--- src/rtl/remote_io_pkg.sv ---
package remote_io_pkg;

    localparam int NUM_IN = 4;
    localparam int NUM_OUT = 2;
    localparam int CNT_W = 16;

    // sampling tick
    localparam int CLK_HZ = 100_000_000;
    localparam int SAMPLE_PERIOD_US = 1000;
    localparam int TICK_CYCLES = CLK_HZ / 1_000_000 * SAMPLE_PERIOD_US;

    // filter length in sampling periods
    localparam logic [4:0] FILTER_MIN = 5'h01;
    localparam logic [4:0] FILTER_MAX = 5'h10;
    localparam logic [4:0] FILTER_RESET = 5'h06;

    // pulse width in ms
    localparam logic [15:0] PULSE_MIN = 16'h0032;
    localparam logic [15:0] PULSE_RESET = 16'h0032;

    // serial link settings
    localparam logic [16:0] BAUD_MIN = 17'h004B0;
    localparam logic [16:0] BAUD_MAX = 17'h1C200;
    localparam logic [16:0] BAUD_RESET = 17'h02580;
    localparam logic [7:0] STATION_MIN = 8'h01;
    localparam logic [7:0] STATION_MAX = 8'hF7;
    localparam logic [7:0] OFFSET_RESET = 8'h01;
    localparam logic [1:0] STARTUP_CYCLES = 2'h3;

    typedef enum logic [1:0] {
        TRIG_RISE = 2'b00,
        TRIG_FALL = 2'b01,
        TRIG_LEVEL = 2'b10
    } trig_mode_t;

    typedef enum logic [1:0] {
        OUT_LEVEL = 2'b00,
        OUT_PULSE = 2'b01,
        OUT_FOLLOW = 2'b10
    } out_mode_t;

    typedef enum logic [1:0] {
        PAR_NONE = 2'b00,
        PAR_ODD = 2'b01,
        PAR_EVEN = 2'b10
    } parity_t;

    // register byte offsets
    localparam logic [7:0] REG_IN_STATE = 8'h00;
    localparam logic [7:0] REG_TRIG_MODE = 8'h04;
    localparam logic [7:0] REG_FILTER = 8'h08;
    localparam logic [7:0] REG_CLEAR = 8'h0C;
    localparam logic [7:0] REG_COUNT0 = 8'h10;
    localparam logic [7:0] REG_OUT_MODE = 8'h20;
    localparam logic [7:0] REG_OUT_CMD = 8'h24;
    localparam logic [7:0] REG_PULSE_W = 8'h28;
    localparam logic [7:0] REG_FOLLOW = 8'h2C;
    localparam logic [7:0] REG_OUT_STATE = 8'h30;
    localparam logic [7:0] REG_BAUD = 8'h34;
    localparam logic [7:0] REG_PARITY = 8'h38;
    localparam logic [7:0] REG_OFFSET = 8'h3C;
    localparam logic [7:0] REG_STATION = 8'h40;

    // field positions
    localparam int CLR_MANUAL_BIT = 0;
    localparam int CLR_CHAN_LSB = 4;

endpackage : remote_io_pkg

--- src/rtl/chan_if.sv ---
`timescale 1ns/1ps
interface chan_if;
    import remote_io_pkg::*;
    logic [4:0] filter_len;
    trig_mode_t trig;
    logic clear;
    logic state;
    logic [CNT_W-1:0] count;

    modport channel (input filter_len, input trig, input clear, output state, output count);
    modport ctrl (output filter_len, output trig, output clear, input state, input count);
endinterface : chan_if

--- src/rtl/remote_switch_io_core.sv ---
`timescale 1ns/1ps
// How it works
// - input accepted only after staying stable 1..16 sampling periods, default 6
// - each input triggers on rising edge, falling edge or level; level after reset
// - each input has a 16-bit event counter that wraps to zero past 65535
// - counters clear automatically (on read) or manually on request; automatic by default
// - level mode output holds the last commanded on or off state
// - pulse mode output stays on for the pulse width in ms, then turns off
// - pulse width accepts 50 to 65535 ms, 50 after reset
// - follow mode output mirrors the filtered state of its chosen input
// - each output picks one input; many outputs may share one input
// - each output lights its own indicator while the relay is energised
// - link rate settable 1200 to 115200 bit/s, default 9600, master matches it
// - parity none, odd or even, none by default, same at both ends
// - only requests carrying the station address 1..247 are answered, default 1
// - station address is the 5-bit switch value plus the offset held at startup, which reset sets to 1
// - a changed switch value takes effect only after restart
module remote_switch_io_core
    import remote_io_pkg::*;
#(
    parameter int TICK_LEN = remote_io_pkg::TICK_CYCLES
) (
    // clock and reset
    input wire logic clk,
    input wire logic reset,
    // register port
    input wire logic [7:0] addr,
    input wire logic [31:0] wr_data,
    input wire logic wr_en,
    input wire logic rd_en,
    output logic [31:0] rd_data,
    // field pins
    input wire logic [remote_io_pkg::NUM_IN-1:0] switch_input,
    input wire logic [4:0] addr_switch,
    output logic [remote_io_pkg::NUM_OUT-1:0] relay_out,
    output logic [remote_io_pkg::NUM_OUT-1:0] indicator_out,
    // link settings and address check
    output logic [16:0] baud_rate,
    output remote_io_pkg::parity_t parity_mode,
    output logic [7:0] station_addr,
    input wire logic frame_valid,
    input wire logic [7:0] frame_addr,
    output logic frame_accept
);
    import remote_io_pkg::*;

    function automatic logic hit(input logic [7:0] a, input logic [7:0] off);
        hit = (a == off);
    endfunction : hit

    // pin synchronisers
    logic [NUM_IN-1:0] sw_meta_reg;
    logic [NUM_IN-1:0] sw_sync_reg;
    logic [4:0] dip_meta_reg;
    logic [4:0] dip_sync_reg;

    always_ff @(posedge clk or posedge reset) begin
        if (reset) begin
            sw_meta_reg <= '0;
            sw_sync_reg <= '0;
            dip_meta_reg <= '0;
            dip_sync_reg <= '0;
        end else begin
            sw_meta_reg <= switch_input;
            sw_sync_reg <= sw_meta_reg;
            dip_meta_reg <= addr_switch;
            dip_sync_reg <= dip_meta_reg;
        end
    end

    // millisecond tick
    logic [16:0] tick_cnt_reg;
    logic tick_reg;

    always_ff @(posedge clk or posedge reset) begin
        if (reset) begin
            tick_cnt_reg <= '0;
            tick_reg <= 1'b0;
        end else if (tick_cnt_reg == 17'(TICK_LEN - 1)) begin
            tick_cnt_reg <= '0;
            tick_reg <= 1'b1;
        end else begin
            tick_cnt_reg <= tick_cnt_reg + 17'h00001;
            tick_reg <= 1'b0;
        end
    end

    // configuration registers
    logic [4:0] filter_reg;
    trig_mode_t trig_reg [NUM_IN];
    logic manual_clr_reg;
    out_mode_t out_mode_reg [NUM_OUT];
    logic [NUM_OUT-1:0] cmd_reg;
    logic [15:0] pulse_w_reg;
    logic [1:0] follow_reg [NUM_OUT];
    logic [16:0] baud_reg;
    parity_t parity_reg;
    logic [7:0] offset_reg;
    logic [NUM_OUT-1:0] pulse_done;

    always_ff @(posedge clk or posedge reset) begin
        if (reset) begin
            filter_reg <= FILTER_RESET;
        end else if (wr_en && hit(addr, REG_FILTER)) begin
            if (wr_data[31:5] != '0 || wr_data[4:0] > FILTER_MAX) begin
                filter_reg <= FILTER_MAX;
            end else if (wr_data[4:0] < FILTER_MIN) begin
                filter_reg <= FILTER_MIN;
            end else begin
                filter_reg <= wr_data[4:0];
            end
        end
    end

    always_ff @(posedge clk or posedge reset) begin
        if (reset) begin
            manual_clr_reg <= 1'b0;
        end else if (wr_en && hit(addr, REG_CLEAR)) begin
            manual_clr_reg <= wr_data[CLR_MANUAL_BIT];
        end
    end

    always_ff @(posedge clk or posedge reset) begin
        if (reset) begin
            pulse_w_reg <= PULSE_RESET;
        end else if (wr_en && hit(addr, REG_PULSE_W)) begin
            pulse_w_reg <= (wr_data[15:0] < PULSE_MIN) ? PULSE_MIN : wr_data[15:0];
        end
    end

    always_ff @(posedge clk or posedge reset) begin
        if (reset) begin
            baud_reg <= BAUD_RESET;
            parity_reg <= PAR_NONE;
            offset_reg <= OFFSET_RESET;
        end else if (wr_en) begin
            if (hit(addr, REG_BAUD)) begin
                if (wr_data[31:17] != '0 || wr_data[16:0] > BAUD_MAX) begin
                    baud_reg <= BAUD_MAX;
                end else if (wr_data[16:0] < BAUD_MIN) begin
                    baud_reg <= BAUD_MIN;
                end else begin
                    baud_reg <= wr_data[16:0];
                end
            end
            if (hit(addr, REG_PARITY) && wr_data[1:0] != 2'h3) begin
                parity_reg <= parity_t'(wr_data[1:0]);
            end
            if (hit(addr, REG_OFFSET)) begin
                offset_reg <= wr_data[7:0];
            end
        end
    end

    // input channels
    chan_if chan [NUM_IN] ();
    logic [NUM_IN-1:0] in_state;
    logic [CNT_W-1:0] in_count [NUM_IN];

    genvar gi;
    generate
        for (gi = 0; gi < NUM_IN; gi++) begin : g_in
            logic rd_hit;
            assign rd_hit = hit(addr, REG_COUNT0 + 8'(4 * gi));

            always_ff @(posedge clk or posedge reset) begin
                if (reset) begin
                    trig_reg[gi] <= TRIG_LEVEL;
                end else if (wr_en && hit(addr, REG_TRIG_MODE) && wr_data[2*gi+:2] != 2'h3) begin
                    trig_reg[gi] <= trig_mode_t'(wr_data[2*gi+:2]);
                end
            end

            assign chan[gi].filter_len = filter_reg;
            assign chan[gi].trig = trig_reg[gi];
            // auto: a read empties the counter; manual: only an explicit clear
            assign chan[gi].clear = manual_clr_reg
                ? (wr_en && hit(addr, REG_CLEAR) && wr_data[CLR_CHAN_LSB + gi])
                : (rd_en && rd_hit);
            assign in_state[gi] = chan[gi].state;
            assign in_count[gi] = chan[gi].count;

            switch_channel u_chan (
                .clk(clk),
                .reset(reset),
                .tick(tick_reg),
                .sample(sw_sync_reg[gi]),
                .ch(chan[gi])
            );
        end
    endgenerate

    // relay outputs
    logic [NUM_OUT-1:0] relay_reg;
    logic [NUM_OUT-1:0] led_reg;
    logic [15:0] pulse_cnt_reg [NUM_OUT];

    genvar go;
    generate
        for (go = 0; go < NUM_OUT; go++) begin : g_out
            logic cmd_write;
            assign cmd_write = wr_en && hit(addr, REG_OUT_CMD);

            always_ff @(posedge clk or posedge reset) begin
                if (reset) begin
                    out_mode_reg[go] <= OUT_LEVEL;
                    follow_reg[go] <= 2'h0;
                end else if (wr_en) begin
                    if (hit(addr, REG_OUT_MODE) && wr_data[2*go+:2] != 2'h3) begin
                        out_mode_reg[go] <= out_mode_t'(wr_data[2*go+:2]);
                    end
                    if (hit(addr, REG_FOLLOW)) begin
                        // a single index field: one source per output, shared freely
                        follow_reg[go] <= wr_data[2*go+:2];
                    end
                end
            end

            always_ff @(posedge clk or posedge reset) begin
                if (reset) begin
                    cmd_reg[go] <= 1'b0;
                end else if (cmd_write) begin
                    cmd_reg[go] <= wr_data[go];
                end else if (pulse_done[go]) begin
                    cmd_reg[go] <= 1'b0;
                end
            end

            // width counted in whole ticks, so the first ms may run short by < 1 ms
            always_ff @(posedge clk or posedge reset) begin
                if (reset) begin
                    pulse_cnt_reg[go] <= '0;
                end else if (cmd_write && wr_data[go] && out_mode_reg[go] == OUT_PULSE) begin
                    pulse_cnt_reg[go] <= pulse_w_reg;
                end else if (tick_reg && pulse_cnt_reg[go] != '0) begin
                    pulse_cnt_reg[go] <= pulse_cnt_reg[go] - 16'h0001;
                end
            end

            assign pulse_done[go] = out_mode_reg[go] == OUT_PULSE && cmd_reg[go] && !cmd_write
                && tick_reg && pulse_cnt_reg[go] == 16'h0001;

            always_ff @(posedge clk or posedge reset) begin
                if (reset) begin
                    relay_reg[go] <= 1'b0;
                    led_reg[go] <= 1'b0;
                end else begin
                    case (out_mode_reg[go])
                        OUT_LEVEL: relay_reg[go] <= cmd_reg[go];
                        OUT_PULSE: relay_reg[go] <= cmd_reg[go] && !pulse_done[go];
                        OUT_FOLLOW: relay_reg[go] <= in_state[follow_reg[go]];
                        default: relay_reg[go] <= 1'b0;
                    endcase
                    case (out_mode_reg[go])
                        OUT_LEVEL: led_reg[go] <= cmd_reg[go];
                        OUT_PULSE: led_reg[go] <= cmd_reg[go] && !pulse_done[go];
                        OUT_FOLLOW: led_reg[go] <= in_state[follow_reg[go]];
                        default: led_reg[go] <= 1'b0;
                    endcase
                end
            end
        end
    endgenerate

    // station address, fixed once after reset release
    logic [1:0] startup_reg;
    logic [7:0] station_reg;
    logic [8:0] station_sum;
    logic accept_reg;

    assign station_sum = {4'h0, dip_sync_reg} + {1'b0, offset_reg};

    always_ff @(posedge clk or posedge reset) begin
        if (reset) begin
            startup_reg <= '0;
        end else if (startup_reg != STARTUP_CYCLES) begin
            startup_reg <= startup_reg + 2'h1;
        end
    end

    // later offset writes go unused; reset puts the offset back to 1 before the next load
    always_ff @(posedge clk or posedge reset) begin
        if (reset) begin
            station_reg <= OFFSET_RESET;
        end else if (startup_reg == STARTUP_CYCLES - 2'h1) begin
            station_reg <= station_sum[8] ? 8'h00 : station_sum[7:0];
        end
    end

    always_ff @(posedge clk or posedge reset) begin
        if (reset) begin
            accept_reg <= 1'b0;
        end else begin
            accept_reg <= frame_valid && startup_reg == STARTUP_CYCLES
                && station_reg >= STATION_MIN && station_reg <= STATION_MAX
                && frame_addr == station_reg;
        end
    end

    // register read port
    logic [31:0] rd_data_reg;
    logic [31:0] rd_mux;

    always_comb begin
        rd_mux = 32'h0000_0000;
        case (addr)
            REG_IN_STATE: rd_mux = {28'h0, in_state};
            REG_TRIG_MODE: rd_mux = {24'h0, trig_reg[3], trig_reg[2], trig_reg[1], trig_reg[0]};
            REG_FILTER: rd_mux = {27'h0, filter_reg};
            REG_CLEAR: rd_mux = {31'h0, manual_clr_reg};
            REG_COUNT0: rd_mux = {16'h0, in_count[0]};
            REG_COUNT0 + 8'h04: rd_mux = {16'h0, in_count[1]};
            REG_COUNT0 + 8'h08: rd_mux = {16'h0, in_count[2]};
            REG_COUNT0 + 8'h0C: rd_mux = {16'h0, in_count[3]};
            REG_OUT_MODE: rd_mux = {28'h0, out_mode_reg[1], out_mode_reg[0]};
            REG_OUT_CMD: rd_mux = {30'h0, cmd_reg};
            REG_PULSE_W: rd_mux = {16'h0, pulse_w_reg};
            REG_FOLLOW: rd_mux = {28'h0, follow_reg[1], follow_reg[0]};
            REG_OUT_STATE: rd_mux = {30'h0, relay_reg};
            REG_BAUD: rd_mux = {15'h0, baud_reg};
            REG_PARITY: rd_mux = {30'h0, parity_reg};
            REG_OFFSET: rd_mux = {24'h0, offset_reg};
            REG_STATION: rd_mux = {24'h0, station_reg};
            default: rd_mux = 32'h0000_0000;
        endcase
    end

    always_ff @(posedge clk or posedge reset) begin
        if (reset) begin
            rd_data_reg <= 32'h0000_0000;
        end else if (rd_en) begin
            rd_data_reg <= rd_mux;
        end else begin
            rd_data_reg <= 32'h0000_0000;
        end
    end

    assign rd_data = rd_data_reg;
    assign relay_out = relay_reg;
    assign indicator_out = led_reg;
    assign baud_rate = baud_reg;
    assign parity_mode = parity_reg;
    assign station_addr = station_reg;
    assign frame_accept = accept_reg;

endmodule : remote_switch_io_core

--- src/rtl/switch_channel.sv ---
`timescale 1ns/1ps
module switch_channel (
    // clock and reset
    input wire logic clk,
    input wire logic reset,
    // sampling
    input wire logic tick,
    input wire logic sample,
    // control and status
    chan_if.channel ch
);
    import remote_io_pkg::*;

    logic state_reg;
    logic [4:0] stable_reg;
    logic [CNT_W-1:0] count_reg;
    logic accept;
    logic event_hit;

    assign accept = tick && (sample != state_reg) && (stable_reg + 5'h01 >= ch.filter_len);

    always_ff @(posedge clk or posedge reset) begin
        if (reset) begin
            stable_reg <= 5'h00;
        end else if (tick) begin
            // any sample equal to the accepted state restarts the run
            if (sample == state_reg || accept) begin
                stable_reg <= 5'h00;
            end else begin
                stable_reg <= stable_reg + 5'h01;
            end
        end
    end

    always_ff @(posedge clk or posedge reset) begin
        if (reset) begin
            state_reg <= 1'b0;
        end else if (accept) begin
            state_reg <= sample;
        end
    end

    always_comb begin
        case (ch.trig)
            TRIG_RISE: event_hit = accept && sample;
            TRIG_FALL: event_hit = accept && !sample;
            TRIG_LEVEL: event_hit = accept && sample;
            default: event_hit = 1'b0;
        endcase
    end

    always_ff @(posedge clk or posedge reset) begin
        if (reset) begin
            count_reg <= '0;
        end else if (event_hit) begin
            // event beats a clear in the same cycle; 16-bit add wraps to zero
            count_reg <= ch.clear ? 16'h0001 : count_reg + 16'h0001;
        end else if (ch.clear) begin
            count_reg <= '0;
        end
    end

    assign ch.state = state_reg;
    assign ch.count = count_reg;

endmodule : switch_channel

--- config.mk ---
export PLATFORM = sky130hd
export DESIGN_NAME = remote_switch_io_core
export DESIGN_NICKNAME = d
export VERILOG_FILES = /design/src/rtl/remote_io_pkg.sv /design/src/rtl/chan_if.sv /design/src/rtl/remote_switch_io_core.sv /design/src/rtl/switch_channel.sv
export SDC_FILE = /design/constraint.sdc
export NUM_CORES = 1
export LEC_CHECK = 0
export BUFFER_PORTS_ARGS = -buffer_cell sky130_fd_sc_hd__buf_4
export CAP_MARGIN = 15
export CORE_ASPECT_RATIO = 0.8
export CORE_MARGIN = 10
export CORE_UTILIZATION = 59
export DETAILED_ROUTE_END_ITERATION = 8
export PLACE_DENSITY = 0.89
export SLEW_MARGIN = 20
export SYNTH_ARGS = -nofsm -noshare
export SYNTH_HDL_FRONTEND = slang
export SYNTH_HIERARCHICAL = 1
export SYNTH_SLANG_ARGS = --single-unit
--- constraint.sdc ---
create_clock -name clk -period 6.3 [get_ports clk]
set_clock_uncertainty 0.05 [all_clocks]
set_input_delay 1.26 -clock clk [delete_from_list [all_inputs] [get_ports clk]]
set_output_delay 1.26 -clock clk [all_outputs]
set_load 0.1 [all_outputs]
==> impl_results.md <==
* Final setup viols at 0
* Die area at ~30000 um^2
* WP data arrival at 3.98 ns
* Latest clock arrival within the worst-skew pair at approximately 0.55 ns
* Post-synthesis instance total at between 1000 and 1500
* Remaining antenna violation count at 0
* Part of the cycle the worst path needs at roughly 56%
* Root buffer cell: clkbuf_16
* Initial DRC count at between 2000 and 2500
* H-tree depth at 1
* Routed wire length at 43800 um
* Post-CTS setup buffers at 0
* Worst reg2reg path depth at 10
* Yosys reg bits at between 200 and 300
* Total power draw at 3.73 mW
* Sum Neg Setup Slack at 0 ns
* Slew HR at 32.4%
* RSZ-0062 raised after global routing: false
* Drt first pass iters at 8
* Min-Delay Path Class: reg2reg
* Worst r2r src: g_in[3].u_chan/stable_reg[0]
* PD cells at approximately 230 nW/um^2
* Largest register FFs at 64
* Via count at about 13000
* Kind of critical path: in2reg
* Seq/Total Area, Yosys at approximately 45%
* Top FF cell, synth: dfrtp_1
* Fmax at approximately 280 MHz
* Cell variety after synth at 76
* Outcome: complete, no violations
* Mux share of post-synthesis cell area at 3.96%
* Worst slew pin tran at about 1.0 ns
* Area growth, synth to finish at 13.5%
* Synth Area per Inst at about 9.4 um^2
* Crit path required time at between 6 and 7 ns
* CTS Sinks at between 200 and 300
* Largest cells by area after synthesis: dfrtp_1 (42%), a21oi_1 (4.4%), ha_1 (3.7%), nor2_1 (3.6%), nand2_1 (2.8%)
* Post-place setup slack at between 2 and 2.5 ns
* Layout Cells excl Fill at between 1500 and 2000
* Hold_buf cts at 0
* Vias per inst at between 6 and 7
* Die height at ~160 um
* Hpwl dp at 32300 um
* Vias in the first global route at 11956
* Dpl cells at around 1800
* VDD IR max at between 200 and 250 uV
* Fin crit period at 3.54 ns
* First-pass GRT wire length at 67700 um
* Core box area at 23400 um^2
* IO Count at approximately 130
* Die X at slightly below 200 um
* Aggregate global-route resource usage at roughly 28%
* Mapped cell area at around 14000 um^2
* DRC viols at 0
* Cts bufs inserted at 27
* CP startpoint kind: input port
* Leakage power at about 6.7 nW
* Critical path endpoint: pulse_w_reg[8]
* Gp weighted congestion at around 1.0
* CP endpoint kind: flip-flop
* # Max-Cap Violations at 0
* Nets at around 1700
* Starting Density at approximately three fifths
* Asr flop ratio synth at 100%
* Number of synthesized flops with an enable pin at 0
* Largest family of logic cells by synthesized area: simple AND/OR/NAND/NOR gates
* WL/cell at around 23 um
* Setup WS post-layout at roughly 2.8 ns
* Final Hold Vio Count at 0
* Pins Over Slew Limit at 0
* R2r setup slk at between 3 and 4 ns
* Simple-gate portion of the synthesized area at 20.3%
* Num rows at 50
* Worst Hold Slack at approximately 0.30 ns
* CTS tree: done
* Port Buf Inserts at 110
* Initial antenna violation count at 1
* Layout cells sized above 1 at between 10% and 20%
* Adder-Cell Fraction of Synth Area at under 10%
* CTS resizes at 0
* Synth area leader: dfrtp_1
* Clk buf depth at 3
* Crit. Startpoint: addr[2]
* XOR/XNOR Fraction of Synth Area at 4.56%
* Largest net degree at the start of global routing at 77
* Share of the synthesized area in the top cell type at 42.5%
* Synth warnings at 6
* Worst-path fanout max at 16
* Reg2Reg Capture Point: g_in[3].u_chan/ch.count[9]
* Post-synthesis compound-gate area fraction at 16.4%
* CTS clk-pin slew, worst paths at 0.06 ns
* Total grt overflow at 0
-- worst min-delay path by stage --
stage | cells past startpoint | startpoint | to
detailed placement | 0 | dip_meta_reg[2] | dip_sync_reg[2]
global placement | 0 | dip_meta_reg[1] | dip_sync_reg[1]
CTS | 0 | sw_meta_reg[1] | sw_sync_reg[1]
finish | 0 | dip_meta_reg[2] | dip_sync_reg[2]
global route | 0 | sw_meta_reg[0] | sw_sync_reg[0]
floorplan | 0 | dip_meta_reg[0] | dip_sync_reg[0]
-- routing by layer --
| metal | global-route usage (%) | wire length (um) |
|---|---|---|
| met1 | 38.9 | 17600 |
| met2 | 42.3 | 19000 |
| met3 | 8.25 | 5470 |
| met4 | 8.99 | 1750 |
| met5 | 0 | 0 |
-- cells by family after synthesis --
family | count (synthesis)
AND/OR/NAND/NOR | 537
AO/OA/AOI/OAI | 351
flip-flops | 253
buffers and inverters | 185
XOR/XNOR | 73
multiplexers | 49
adder cells (fa/ha/maj) | 43
other | 1
-- synthesized netlist by cell type (all sizes together), types with 6 or more instances --
library cell / number
nor2: 137
clkbuf: 51
dfstp: 15
buf: 41
nand2b: 15
or4: 43
nor4: 29
xor2: 32
ha: 42
a21oi: 123
xnor2: 41
nor3b: 6
nand3: 56
nand4: 29
o31ai: 41
and2: 10
o22a: 10
inv: 93
or2: 9
a22oi: 23
mux2: 22
nand2: 106
dfrtp: 238
or3: 19
nor2b: 19
and3: 8
a31oi: 7
mux2i: 24
o22ai: 34
o21ai: 37
a22o: 29
nor3: 25
-- where the power goes --
group / total (mW) / leakage (nW) / switching (mW) / internal (mW)
logic: 0.360 / 3.21 / 0.257 / 0.103
clock network: 1.60 / 0.438 / 0.658 / 0.939
registers: 1.77 / 3.01 / 0.0899 / 1.68
-- cell usage in the layout (no fill, tap or decap), types with 27 or more instances in the layout --
cell type / count
xor2_1: 32
nor2_1: 136
nand3_1: 55
xnor2_1: 41
a22o_1: 29
nand2_1: 106
o22ai_1: 33
buf_4: 120
or4_1: 41
ha_1: 42
dfrtp_1: 238
o21ai_0: 33
inv_1: 92
a21oi_1: 123
nand4_1: 29
o31ai_1: 41
clkbuf_16: 27
-- cell type report --
type	count	area, um^2
well taps	312	390
inverters	93	354
diodes	1	2.50
flip-flops and latches	253	6350
repair buffers	120	901
multi-input cells	1068	7030
clock inverters	6	65.1
clock buffers	44	830
fillers	1840	7480
-- worst max-delay path, cell delays in order --
cell     delay (ns)
buf_4          0.16
nor3_1         0.50
and2_0         0.73
nand3_1        0.64
nor2_1         0.49
a22o_1         0.19
-- stage by stage --
step / utilization (%) / instance area (um^2)
after floorplan: - / 14100
after global placement: 64.0 / 15000
after detailed placement: 64.0 / 15000
after CTS: 67.8 / 15900
after global routing: 68.0 / 15900
final: 68.0 / 15900
Power figures use the tool's default switching activity.
